## src/ucr_defs.svh

```systemverilog
// offsets, field positions, masks and reset values of the register bank
// Contract
// RULE1: shortcut links a local event to a task
// RULE2: end-of-receive with bit set starts receive
// RULE3: end-of-receive with bit set stops receive
// RULE4: separate enable bits for both clear-to-send events
// RULE5: enable bits for the four receive events
// RULE6: enable bits for the four transmit events
// RULE7: error interrupts only while its enable set
// RULE8: irq is any flag and enable; reset zero
// RULE9: set register writes ones into enables
// RULE10: event flag reads one once generated
`ifndef UCR_DEFS_SVH
`define UCR_DEFS_SVH

`define UCR_AW 12
`define UCR_OFS_LINKS 12'h200
`define UCR_OFS_IRQ_EN 12'h300
`define UCR_OFS_EN_SET 12'h304
`define UCR_OFS_EN_CLR 12'h308
`define UCR_OFS_EVSTAT 12'h400

`define UCR_BIT_START_SHORT 5
`define UCR_BIT_STOP_SHORT 6

`define UCR_BIT_CTS 0
`define UCR_BIT_CTS_OFF 1
`define UCR_BIT_RXRDY 2
`define UCR_BIT_RXEND 4
`define UCR_BIT_TXSENT 7
`define UCR_BIT_TXEND 8
`define UCR_BIT_ERROR 9
`define UCR_BIT_RXTMO 17
`define UCR_BIT_RXBEGAN 19
`define UCR_BIT_TXBEGAN 20
`define UCR_BIT_TXHALTED 22

`define UCR_LINKS_MASK 32'h0000_0060
`define UCR_IRQ_EN_MASK 32'h005A_0397
`define UCR_LINKS_RESET 32'h0000_0000
`define UCR_IRQ_EN_RESET 32'h0000_0000

`endif

```

## src/ucr_pkg.sv

```systemverilog
// types shared by the shortcut and interrupt enable register bank
package ucr_pkg;

  typedef logic [31:0] ucr_word_t;

  typedef enum {
    UCR_SEL_NONE,
    UCR_SEL_LINKS,
    UCR_SEL_IRQ_EN,
    UCR_SEL_EN_SET,
    UCR_SEL_EN_CLR,
    UCR_SEL_EVSTAT
  } ucr_sel_t;

endpackage

```

## src/ucr_event_flags.sv

```systemverilog
// sticky event flags, set by hardware pulses, cleared by software
`timescale 1ns/1ps
`default_nettype none
module ucr_event_flags
  import ucr_pkg::*;
#(
  parameter int W = 32
) (
  // clock and reset
  input wire logic clk,
  input wire logic rstn,
  // set and clear vectors
  input wire logic [W-1:0] set_vec,
  input wire logic [W-1:0] clr_vec,
  // flag state
  output logic [W-1:0] flags_ff
);

  genvar i;
  generate
    for (i = 0; i < W; i++) begin : g_flag
      wire logic nxt_flag;
      // a set in the clearing cycle wins
      assign nxt_flag = set_vec[i] | (flags_ff[i] & ~clr_vec[i]); // RULE10
      always_ff @(posedge clk) begin
        if (!rstn) begin
          flags_ff[i] <= 1'b0;
        end else begin
          flags_ff[i] <= nxt_flag;
        end
      end
    end
  endgenerate

endmodule
`default_nettype wire

```

## src/ucr_regs.sv

```systemverilog
// shortcut and interrupt enable register bank of the uart peripheral
//
// Implementation choice: strobed register access.
`timescale 1ns/1ps
`default_nettype none
`include "ucr_defs.svh"
module ucr_regs
  import ucr_pkg::*;
(
  // clock and reset
  input wire logic clk,
  input wire logic rstn,
  // register port
  input wire logic [`UCR_AW-1:0] addr,
  input wire logic [31:0] wdata,
  input wire logic wr_en,
  input wire logic rd_en,
  output logic [31:0] rdata,
  // event pulses from the uart core
  input wire logic cts_asserted_event,
  input wire logic clear_to_send_deasserted_event,
  input wire logic rx_byte_ready_event,
  input wire logic rx_buffer_end_event,
  input wire logic tx_byte_sent_event,
  input wire logic tx_buffer_end_event,
  input wire logic error_event,
  input wire logic rx_timeout_event,
  input wire logic rx_began_event,
  input wire logic tx_began_event,
  input wire logic tx_halted_event,
  // task triggers and interrupt
  output logic rx_begin_task,
  output logic rx_halt_task,
  output logic irq
);

  ucr_word_t links_ff;
  ucr_word_t irq_en_ff;
  ucr_word_t rdata_ff;
  logic rx_begin_task_ff;
  logic rx_halt_task_ff;
  logic irq_ff;
  ucr_word_t flags;
  ucr_word_t ev_vec;
  ucr_sel_t sel;

  // address decode
  wire logic hit_links = (addr == `UCR_OFS_LINKS);
  wire logic hit_irq_en = (addr == `UCR_OFS_IRQ_EN);
  wire logic hit_set = (addr == `UCR_OFS_EN_SET);
  wire logic hit_clr = (addr == `UCR_OFS_EN_CLR);
  wire logic hit_ev = (addr == `UCR_OFS_EVSTAT);

  assign sel = hit_links ? UCR_SEL_LINKS :
               hit_irq_en ? UCR_SEL_IRQ_EN :
               hit_set ? UCR_SEL_EN_SET :
               hit_clr ? UCR_SEL_EN_CLR :
               hit_ev ? UCR_SEL_EVSTAT : UCR_SEL_NONE;

  wire ucr_word_t wmask_en = wdata & `UCR_IRQ_EN_MASK;
  wire logic wr_links = wr_en && (sel == UCR_SEL_LINKS);
  wire logic wr_irq_en = wr_en && (sel == UCR_SEL_IRQ_EN);
  wire logic wr_set = wr_en && (sel == UCR_SEL_EN_SET);
  wire logic wr_clr = wr_en && (sel == UCR_SEL_EN_CLR);
  wire logic wr_ev = wr_en && (sel == UCR_SEL_EVSTAT);

  // next values
  wire ucr_word_t nxt_links = wr_links ? (wdata & `UCR_LINKS_MASK) : links_ff;
  wire ucr_word_t nxt_irq_en = wr_irq_en ? wmask_en : // RULE4 RULE5 RULE6 RULE7
                               wr_set ? (irq_en_ff | wmask_en) : // RULE9
                               wr_clr ? (irq_en_ff & ~wmask_en) : irq_en_ff;
  wire ucr_word_t nxt_rdata = !rd_en ? 32'h0000_0000 :
                              (sel == UCR_SEL_LINKS) ? links_ff :
                              (sel == UCR_SEL_IRQ_EN) ? irq_en_ff :
                              (sel == UCR_SEL_EN_SET) ? irq_en_ff : // RULE9
                              (sel == UCR_SEL_EN_CLR) ? irq_en_ff :
                              (sel == UCR_SEL_EVSTAT) ? flags : 32'h0000_0000;

  // shortcuts fire the tasks with no software action
  wire logic nxt_rx_begin = rx_buffer_end_event & links_ff[`UCR_BIT_START_SHORT]; // RULE1 RULE2
  wire logic nxt_rx_halt = rx_buffer_end_event & links_ff[`UCR_BIT_STOP_SHORT]; // RULE1 RULE3
  wire logic nxt_irq = |(flags & irq_en_ff); // RULE8 RULE7

  // event pulses placed at their bit positions
  always_comb begin
    ev_vec = 32'h0000_0000;
    ev_vec[`UCR_BIT_CTS] = cts_asserted_event;
    ev_vec[`UCR_BIT_CTS_OFF] = clear_to_send_deasserted_event;
    ev_vec[`UCR_BIT_RXRDY] = rx_byte_ready_event;
    ev_vec[`UCR_BIT_RXEND] = rx_buffer_end_event;
    ev_vec[`UCR_BIT_TXSENT] = tx_byte_sent_event;
    ev_vec[`UCR_BIT_TXEND] = tx_buffer_end_event;
    ev_vec[`UCR_BIT_ERROR] = error_event;
    ev_vec[`UCR_BIT_RXTMO] = rx_timeout_event;
    ev_vec[`UCR_BIT_RXBEGAN] = rx_began_event;
    ev_vec[`UCR_BIT_TXBEGAN] = tx_began_event;
    ev_vec[`UCR_BIT_TXHALTED] = tx_halted_event;
  end

  wire ucr_word_t ev_clr = wr_ev ? (wdata & `UCR_IRQ_EN_MASK) : 32'h0000_0000;

  ucr_event_flags #(
    .W(32)
  ) u_flags (
    .clk(clk),
    .rstn(rstn),
    .set_vec(ev_vec), // RULE10
    .clr_vec(ev_clr),
    .flags_ff(flags)
  );

  always_ff @(posedge clk) begin
    if (!rstn) begin
      links_ff <= `UCR_LINKS_RESET; // RULE8
      irq_en_ff <= `UCR_IRQ_EN_RESET; // RULE8
    end else begin
      links_ff <= nxt_links;
      irq_en_ff <= nxt_irq_en;
    end
  end

  always_ff @(posedge clk) begin
    if (!rstn) begin
      rdata_ff <= 32'h0000_0000;
      rx_begin_task_ff <= 1'b0;
      rx_halt_task_ff <= 1'b0;
      irq_ff <= 1'b0;
    end else begin
      rdata_ff <= nxt_rdata;
      rx_begin_task_ff <= nxt_rx_begin;
      rx_halt_task_ff <= nxt_rx_halt;
      irq_ff <= nxt_irq;
    end
  end

  assign rdata = rdata_ff;
  assign rx_begin_task = rx_begin_task_ff;
  assign rx_halt_task = rx_halt_task_ff;
  assign irq = irq_ff;
endmodule
`default_nettype wire

```

## config.mk

```make
export PLATFORM = sky130hd
export DESIGN_NAME = ucr_regs
export DESIGN_NICKNAME = d
export VERILOG_FILES = /design/src/ucr_pkg.sv /design/src/ucr_event_flags.sv /design/src/ucr_regs.sv
export VERILOG_INCLUDE_DIRS = /design/src
export SDC_FILE = /design/constraint.sdc
export NUM_CORES = 1
export LEC_CHECK = 0
export ABC_AREA = 1
export BUFFER_PORTS_ARGS = -buffer_cell sky130_fd_sc_hd__buf_4
export CORE_ASPECT_RATIO = 0.5
export CORE_MARGIN = 2
export CORE_UTILIZATION = 40
export DETAILED_ROUTE_END_ITERATION = 8
export GPL_ROUTABILITY_DRIVEN = 1
export GPL_TIMING_DRIVEN = 0
export HOLD_SLACK_MARGIN = 0.15
export PLACE_DENSITY_LB_ADDON = 0.1
export SLEW_MARGIN = 10
export SYNTH_ARGS = -nofsm -noshare
export SYNTH_HDL_FRONTEND = slang
export SYNTH_SLANG_ARGS = --single-unit
```

## constraint.sdc

```tcl
create_clock -name clk -period 2 [get_ports clk]
set_input_delay 0.4 -clock clk [delete_from_list [all_inputs] [get_ports clk]]
set_output_delay 0.4 -clock clk [all_outputs]
set_load 0.005 [all_outputs]
```

=== Word-level counts from Yosys, hierarchy flattened ===
Index checks and enable logic that the tools add are counted.

* Register bits: 101
* Input bits: 59
* Output and inout port bits: 35
* Word-level logic and storage cells: 158

* Equal/unequal tests: 10
* Muxes and demuxes: 14
* Bitwise logic cells: 83
* Reduce and logical (&&, ||, !) cells: 11

{| class="wikitable"
|+ Operators with widths
! operator !! number
|-
| 32-bit two-way mux || 6
|-
| 32-bit bitwise AND || 2
|-
| 12-bit by 10-bit == test with 1-bit output (second input constant) || 4
|-
| 23-bit two-way mux || 2
|-
| 1-bit bitwise AND || 34
|-
| 23-bit inverter with 32-bit output || 1
|-
| 32-bit by 23-bit bitwise OR with 32-bit output || 1
|-
| 32-bit OR reduction || 1
|-
| 1-bit inverter || 25
|-
| 3-bit two-way mux || 5
|-
| 12-bit by 11-bit == test with 1-bit output (second input constant) || 1
|-
| 1-bit bitwise OR || 11
|-
| 1-bit inverter (first input constant) || 9
|-
| 7-bit two-way mux || 1
|-
| 3-bit by 2-bit == test with 1-bit output (second input constant) || 2
|-
| 3-bit == test (second input constant) || 2
|-
| 1-bit logical AND || 5
|-
| 2-bit OR reduction || 2
|-
| 3-bit by 1-bit == test with 1-bit output (second input constant) || 1
|-
| 3-bit nonzero test || 1
|-
| 2-bit AND reduction || 1
|-
| 2-bit nonzero test || 1
|}

=== Logic depth before layout (Yosys ltp) ===
Gate-level depths: netlist of the first run.

* Depth in word-level cells: 12
* Gate-level depth with buffers: 9
* Depth with buffers taken out: 8

=== Cells and area by module ===
From an unflattened synthesis of the first run, not the netlist that was laid out.

* Cell total of the unflattened synthesis: 435
* Area total of the unflattened synthesis: 3,500.9 um^2

{| class="wikitable"
|+ By module, submodules not included
! module !! times used !! cells an instance !! area each (um^2) !! sequential area each (um^2)
|-
| ucr_regs || 1 || 271 || 2,189.6 || 960.9
|-
| ucr_event_flags || 1 || 164 || 1,311.3 || 640.6
|}

=== Least setup slack after synthesis of the first run ===
OpenSTA, ideal clock, no wires.

* Path type: in2reg
* From: input addr[7]
* To: register u_flags.flags_ff[0]
* Setup time: 0.140 ns
* Arrival time: 1.249 ns
* Data required time: 1.860 ns
* Slack: 0.611 ns
* Stages: 8
* Path buffers: 1
* Cells stage by stage: nor2_1 -> nand2_1 -> nor2_2 -> and2_1 -> nand2_1 -> buf_2 -> o21ai_1 -> a21oi_1

* Cells in the longest elaborated chain, start to end: 12
* Elaborated cells on any way between the ends: 16

{| class="wikitable"
|+ Ends and longest elaborated chain
! item !! line !! text
|-
| start, declared || ucr_regs.sv:14 || <nowiki>input wire logic [`UCR_AW-1:0] addr,</nowiki>
|-
| 12-bit by 11-bit == test with 1-bit output (no line) || - ||
|-
| 3-bit two-way mux || ucr_regs.sv:58 || <nowiki>hit_ev ? UCR_SEL_EVSTAT : UCR_SEL_NONE;</nowiki>
|-
| 3-bit two-way mux || ucr_regs.sv:57 || <nowiki>hit_clr ? UCR_SEL_EN_CLR :</nowiki>
|-
| 3-bit two-way mux || ucr_regs.sv:56 || <nowiki>hit_set ? UCR_SEL_EN_SET :</nowiki>
|-
| 3-bit two-way mux || ucr_regs.sv:55 || <nowiki>hit_irq_en ? UCR_SEL_IRQ_EN :</nowiki>
|-
| 3-bit two-way mux (*) || ucr_regs.sv:54 || <nowiki>assign sel = hit_links ? UCR_SEL_LINKS :</nowiki>
|-
| 3-bit == test (*) || ucr_regs.sv:65 || <nowiki>wire logic wr_ev = wr_en && (sel == UCR_SEL_EVSTAT);</nowiki>
|-
| 1-bit logical AND (*) || ucr_regs.sv:65 ||
|-
| 23-bit two-way mux (*) || ucr_regs.sv:100 || <nowiki>wire ucr_word_t ev_clr = wr_ev ? (wdata & `UCR_IRQ_EN_MASK) : 32'h0000_0000;</nowiki>
|-
| 1-bit inverter (*) || ucr_event_flags.sv:24 || <nowiki>assign nxt_flag = set_vec[i] | (flags_ff[i] & ~clr_vec[i]);</nowiki>
|-
| 1-bit bitwise AND (*) || ucr_event_flags.sv:24 ||
|-
| 1-bit bitwise OR (*) || ucr_event_flags.sv:24 ||
|-
| end signal, assigned by index || ucr_event_flags.sv:29 || <nowiki>flags_ff[i] <= nxt_flag;</nowiki>
|-
| end, declared || ucr_event_flags.sv:16 || <nowiki>output logic [W-1:0] flags_ff</nowiki>
|}

Every way passes the cells marked *; elsewhere a longest branch is shown, timed or not.
A chain may end at the register's enable or synchronous reset.

=== Final worst setup path of the first run ===
* From: input addr[7]
* To: register rdata_ff[1] (netlist: rdata[1])

* Cells in the longest elaborated chain, start to end: 11
* Elaborated cells on any way between the ends: 20

{| class="wikitable"
|+ Ends and longest elaborated chain
! item !! line !! text
|-
| 12-bit by 11-bit == test with 1-bit output (no line) || - ||
|-
| 3-bit two-way mux || ucr_regs.sv:58 ||
|-
| 3-bit two-way mux || ucr_regs.sv:57 ||
|-
| 3-bit two-way mux || ucr_regs.sv:56 ||
|-
| 3-bit two-way mux || ucr_regs.sv:55 ||
|-
| 3-bit two-way mux (*) || ucr_regs.sv:54 ||
|-
| 3-bit == test || ucr_regs.sv:77 || <nowiki>(sel == UCR_SEL_EVSTAT) ? flags : 32'h0000_0000;</nowiki>
|-
| 32-bit two-way mux || ucr_regs.sv:77 ||
|-
| 32-bit two-way mux || ucr_regs.sv:76 || <nowiki>(sel == UCR_SEL_EN_CLR) ? irq_en_ff :</nowiki>
|-
| 32-bit two-way mux || ucr_regs.sv:75 || <nowiki>(sel == UCR_SEL_EN_SET) ? irq_en_ff :</nowiki>
|-
| 32-bit two-way mux || ucr_regs.sv:74 || <nowiki>(sel == UCR_SEL_IRQ_EN) ? irq_en_ff :</nowiki>
|-
| end signal, assigned || ucr_regs.sv:129 || <nowiki>rdata_ff <= nxt_rdata;</nowiki>
|-
| end, declared || ucr_regs.sv:39 || <nowiki>ucr_word_t rdata_ff;</nowiki>
|}

Marks and branches as above.

==> metrics.md, run 1 <==
| Metric | Value |
|---|---|
| CTS tree | `done` |
| Post-DP HPWL | `3.57 mm` |
| Tmin final | `between 1500 and 2000 ps` |
| Synth Cell Area | `~0.0019 sq mm` |
| CTS clk-pin slew, worst paths | `80 ps` |
| WP data required | `~2200 ps` |
| Total die area | `roughly 0.0054 sq mm` |
| # IOs | `94` |
| PostCTS Resize Cnt | `0` |
| Crit path max-delay family | `simple AND/OR/NAND/NOR gates` |
| WL final | `roughly 4.8 mm` |
| Final Cell Area | `~0.0027 sq mm` |
| Dpl cell area | `0.00250 sq mm` |
| TritonCTS Buffers | `5` |
| Fin. Hold Viols | `0` |
| Slew at the pin with the worst max-slew slack | `between 600 and 700 ps` |
| Outcome | `finished, final reports clean` |
| Max Cap Viol | `0` |
| Wire per inst | `approximately 12 um` |
| Area grow syn2layout | `37.3%` |
| Setup bufs post-CTS | `0` |
| Final Setup Violations | `0` |
| Largest area contributor in the netlist | `dfxtp_1` |
| Crit start category | `input pin` |
| Crit. End Element | `register` |
| Final setup TNS | `0 ps` |
| # diodes | `0` |
| Commonest non-fill, non-tap cell in the layout | `buf_4` |
| Max Fclk | `about 650 MHz` |
| Syn Inst Count | `267` |
| Global placement routability congestion | `0.828` |
| Top post-synthesis cells by area | `dfxtp_1, nand2_1, buf_4, nand3_1, inv_1` |
| Filler cells | `440` |
| Syn_area_per_cell | `7.24 sq um` |
| Congestion Overflow GR | `0` |
| Post-synth top area share | `approximately two fifths` |
| Buffers & Inverters on Critical Path | `2` |
| Post-DR vias/cell | `~4.4` |
| Pin count of the biggest net entering global routing | `14` |
| FF+latch area | `~800 sq um` |
| EDFF count, synth | `0` |
| Multi-input gate area | `approximately 860 sq um` |
| Drt first pass iters | `4` |
| Period utilisation layout | `approximately 77%` |
| Netlist cell types | `24` |
| First-pass GRT wire length | `slightly below 8 mm` |
| Yosys Warn Count | `0` |
| Total track usage | `between 10% and 20%` |
| Clock sink count | `40` |
| Fin. max-slew vios | `0` |
| Post-CTS Hold Buffers | `0` |
| Fraction of layout cells with a size suffix above 1 | `29.9%` |
| Slowest-stage cell, CP | `clkbuf_1` |
| Crit path cell chain | `buf_4 -> nor2_1 -> nand2_1 -> nor2_2 -> nand2_1 -> nand3_1 -> clkbuf_1 -> a21oi_1` |
| Die Y | `roughly 53 um` |
| Skew-Pair Late Insertion Delay | `between 200 and 300 ps` |
| DRC viols | `0` |
| Peak VDD IR | `just under 0.4 mV` |
| CTS Buffer Depth | `2` |
| I/O Buffers | `55` |
| Post-synthesis register bit count | `40` |
| Max incr delay on CP | `460 ps` |
| Power per standard cell area | `717 mW/mm^2` |
| Critical Path AT | `approximately 1700 ps` |
| Die width | `102 um` |
| CP Max Fanout | `10` |
| CTS root buf | `clkbuf_8` |
| Core ar. | `~0.0045 sq mm` |
| Htree depth | `2` |
| Top FF cell, synth | `dfxtp_1` |
| Most used cell, CP | `nand2_1` |
| Leading cell types in the layout, fill and taps excluded | `buf_4, nand2_1, dfxtp_1` |
| Critical path class | `in -> reg` |
| DRT iter0 DRCs | `about 110` |
| Lkg Pwr | `1.27 nW` |
| Vias in the first global route | `about 1700` |
| Via Count | `between 1500 and 2000` |
| Async SR Flop Fraction | `0%` |
| Initial Utilization | `between 40% and 50%` |
| Initial antenna violation count | `0` |
| ANT nets after route | `0` |
| Nets | `roughly 410` |
| Cell row count | `17` |
| Worst slew margin | `a little over half` |
| Sequential-to-total area share from yosys stat | `around two fifths` |
| RSZ-0062 raised after global routing | `false` |
| Setup Skew | `~4.7 ps` |
| Hold Path Class | `in -> reg` |
[worst paths after layout]
path         slack [ps]        to                 from  depth (start not counted)
max reg2reg         890       irq  u_flags.flags_ff[1]                          5
max                 470  rdata[1]              addr[7]                          8
min reg2reg         470  rdata[6]          links_ff[6]                          2
min                 340       irq                 rstn                          3
[stage by stage]
step           cells  power, mW  setup WS (ps)  hold slack [ps]  utilization, %
6_report         414       1.90            470              341            58.6
5_1_grt          414       1.97            341              346            58.6
4_1_cts          414       1.92            471              340            58.6
3_5_place_dp     406       1.01            158              465            55.1
3_3_place_gp     406       1.01            234              460            55.1
2_1_floorplan    285      0.928            611              436               -
[where the power goes]
group / leakage [nW] / switching (mW) / internal, mW
sequential: 0.326 / 0.0123 / 0.812
clock: 0.0784 / 0.283 / 0.624
combinational: 0.862 / 0.0792 / 0.0930
[Yosys cell counts (3+ instances only)]
| master | instances |
|---|---|
| nand2_1 | 63 |
| dfxtp_1 | 40 |
| inv_1 | 35 |
| nand3_1 | 28 |
| a21oi_1 | 26 |
| buf_4 | 20 |
| a21oi_2 | 10 |
| o21ai_1 | 10 |
| nor2_1 | 8 |
| buf_2 | 3 |
| buf_6 | 3 |
| clkbuf_1 | 3 |
| nor3_1 | 3 |
| o21ai_0 | 3 |
[worst reg2reg max path: stages, from the launching register on]
cell	delay, ps
dfxtp_1	340
a22o_1	240
a21oi_1	220
nand3_1	120
nand2_1	70
inv_1	30
[final cells by class]
type | instances | share of cell area, %
clock buffer | 5 | 2.59
timing repair buffer | 55 | 15.5
clock inverter | 3 | 3.39
multi-input combinational | 180 | 32.2
sequential | 40 | 30.1
buffer | 30 | 8.05
inverter | 35 | 4.95
tap | 66 | 3.11
[per-layer routing]
metal / track usage, % / part of all wire, % / vias up
met5: 0 / 0 / -
li1: - / - / 971
met3: 6.47 / 6.6 / 4
met1: 25.4 / 47 / 808
met2: 30.2 / 46 / 54
met4: 6.44 / 0.85 / 0
[cell families (layout without fill, tap and decap cells)]
logic type	count (synthesis)	count (layout)	share of synthesized area, %
buffers and inverters	65	128	17.9
and+or+nand+nor	108	108	24.0
other	1	19	0.194
AOI/OAI and AO/OA	53	53	16.6
DFF	40	40	41.4
No activity file was read; power rests on OpenSTA's default activity.
==> run 2, diff against run 1 <==
==> constraint.sdc (replaced) <==
create_clock -name clk -period 1.45 [get_ports clk]
set_input_delay 0.29 -clock clk [delete_from_list [all_inputs] [get_ports clk]]
set_output_delay 0.29 -clock clk [all_outputs]
set_load 0.005 [all_outputs]
==> run 2 against run 1 <==
Die area did not move. Core utilization increased by 0.19 points. Setup slack lost 340 ps. Sequential power increased by 38%. Wire length is 0.50% higher. Register-to-register slack lost 560 ps. Clock skew about the same. Critical path type unchanged.
==> metrics.md, run 2 (same netlist as run 1, synthesis figures left out) <==
| Metric | Value |
|---|---|
| Outcome | `finished, final reports clean (unchanged)` |
| # IOs | `94 (unchanged)` |
| Fin. Hold Viols | `0 (unchanged)` |
| Leading cell types in the layout, fill and taps excluded | `buf_4, nand2_1, dfxtp_1 (unchanged)` |
| Drt first pass iters | `4 (unchanged)` |
| Global placement routability congestion | `0.828 (unchanged)` |
| Reg2Reg Depth | `5 (unchanged)` |
| Power per standard cell area | `987 mW/mm^2 (was 717 mW/mm^2)` |
| Congestion Overflow GR | `0 (unchanged)` |
| Initial antenna violation count | `0 (unchanged)` |
| Post-CTS Hold Buffers | `0 (unchanged)` |
| Htree depth | `2 (unchanged)` |
| Skew-Pair Late Insertion Delay | `290 ps (about the same)` |
| CTS clk-pin slew, worst paths | `80 ps (about the same)` |
| Crit path max-delay family | `simple AND/OR/NAND/NOR gates (unchanged)` |
| WP data required | `1600 ps (was 2150 ps)` |
| Max incr delay on CP | `160 ps (was 460 ps)` |
| Tmin final | `roughly 1300 ps` |
| Layout Utilization | `58.8% (was 58.6%)` |
| I/O Buffers | `55 (unchanged)` |
| CTS tree | `done (unchanged)` |
| Total die area | `0.00544 sq mm (unchanged)` |
| Peak VDD IR | `0.547 mV (was 0.396 mV)` |
| Crit start category | `input pin (unchanged)` |
| Crit. path cell count | `10 (was 8)` |
| Commonest non-fill, non-tap cell in the layout | `buf_4 (unchanged)` |
| Fin. max-slew vios | `0 (unchanged)` |
| Clock sink count | `40 (unchanged)` |
| CP Max Fanout | `10 (unchanged)` |
| DRT iter0 DRCs | `133 (was 113)` |
| Hold Path Class | `in -> reg (unchanged)` |
| Slew at the pin with the worst max-slew slack | `693 ps (was 694 ps)` |
| CTS root buf | `clkbuf_8 (unchanged)` |
| RSZ-0062 raised after global routing | `false (unchanged)` |
| Most used cell, CP | `nand2_1 (unchanged)` |
| WL final | `4.85 mm (was 4.82 mm)` |
| Buffers & Inverters on Critical Path | `2 (unchanged)` |
| Slowest-stage cell, CP | `nor2_4 (was clkbuf_1)` |
| Total track usage | `19.4% (unchanged)` |
| First-pass GRT wire length | `7.73 mm (unchanged)` |
| Max Cap Viol | `0 (unchanged)` |
| Worst hold slack | `230 ps (was 341 ps)` |
| Worst slew margin | `53.8% (was 53.7%)` |
| Cell row count | `17 (unchanged)` |
| Crit path cell chain | `buf_4 -> nor2_1 -> nand2_1 -> nor2_4 -> nand2_2 -> nand3_2 -> buf_6 -> nand3_1 -> nand2_1 -> a21oi_2 (was buf_4 -> nor2_1 -> nand2_1 -> nor2_2 -> nand2_1 -> nand3_1 -> clkbuf_1 -> a21oi_1)` |
| Vias in the first global route | `1686 (unchanged)` |
| Final Setup Violations | `0 (unchanged)` |
| Area grow syn2layout | `37.8% (was 37.3%)` |
| Min-Delay Path Depth | `3 (unchanged)` |
| Die Y | `53.2 um (unchanged)` |
| Critical Path AT | `1470 ps (was 1680 ps)` |
| Post-DP HPWL | `3.57 mm (unchanged)` |
| ANT nets after route | `0 (unchanged)` |
| # diodes | `0 (unchanged)` |
| Core ar. | `0.00453 sq mm (unchanged)` |
| Setup bufs post-CTS | `0 (unchanged)` |
| Lkg Pwr | `1.27 nW (about the same)` |
| Post-DR vias/cell | `4.44 (about the same)` |
| Fraction of layout cells with a size suffix above 1 | `30.5% (was 29.9%)` |
| CTS Buffer Depth | `2 (unchanged)` |
| Critical path class | `in -> reg (unchanged)` |
| Final setup TNS | `0 ps (unchanged)` |
| Wire per inst | `11.7 um (was 11.6 um)` |
| Filler cells | `438 (was 440)` |
| Die width | `102 um (unchanged)` |
| Via Count | `1839 (was 1837)` |
| Crit. End Element | `register (unchanged)` |
| Setup Skew | `4.84 ps (was 4.70 ps)` |
| TritonCTS Buffers | `5 (unchanged)` |
| Period utilisation layout | `90.9%` |
| Max Fclk | `roughly 760 MHz` |
| Nets | `406 (unchanged)` |
| DRC viols | `0 (unchanged)` |
| Initial Utilization | `42.7% (unchanged)` |
| Pin count of the biggest net entering global routing | `14 (unchanged)` |
## run 2: per-layer routing
layer / GRT usage (%) / vias up / routed length, um
met3: 6.47 / 4 / 364
li1: - / 968 / -
met5: 0 / - / 0
met4: 6.44 / 0 / 41
met2: 30.2 / 66 / 2200
met1: 25.4 / 801 / 2240
## run 2: report_power, final
| group | leakage, nW | internal [mW] | switching (mW) |
|---|---|---|---|
| Sequential | 0.326 | 1.12 | 0.0170 |
| Combinational | 0.866 | 0.129 | 0.110 |
| Clock | 0.0784 | 0.861 | 0.396 |
## run 2: what timing repair did
item	CTS	global route
endpoints found under the setup margin	0	21
endpoints found under the hold margin	0	0
gates resized for setup	0	4
## run 2: through the flow
step	worst slack (ps)	power (mW)	std cells	cell area [sq um]
floorplan	171	1.28	285	2000
global placement	-206	1.39	406	2500
detailed placement	-282	1.40	406	2500
CTS	30.7	2.65	414	2660
global route	12.5	2.72	414	2670
finish	132	2.63	414	2670
## run 2: final timing paths
path	endpoint	from	slack, ps
hold reg to reg	rdata[6]	links_ff[6]	480
setup / recovery	register	addr[7]	130
setup reg to reg	irq	u_flags.flags_ff[1]	330
hold / removal	irq	rstn	230
## run 2: worst reg2reg max path: cells and delay by family, from the launching register on
kind                   cells  cell delay (ps)
buffers and inverters      1               30
flip-flops                 1              340
AO/OA/AOI/OAI              2              460
AND/OR/NAND/NOR            2              190
## run 2: cell type report
cell class,instances,area [sq um],area share (%)
Inverter,35,131,4.93
Clock inverter,3,90.1,3.38
Tap cell,66,82.6,3.10
Buffer,30,215,8.08
Sequential cell,40,801,30.0
Timing Repair Buffer,55,413,15.5
Clock buffer,5,68.8,2.58
Multi-Input combinational cell,180,863,32.4
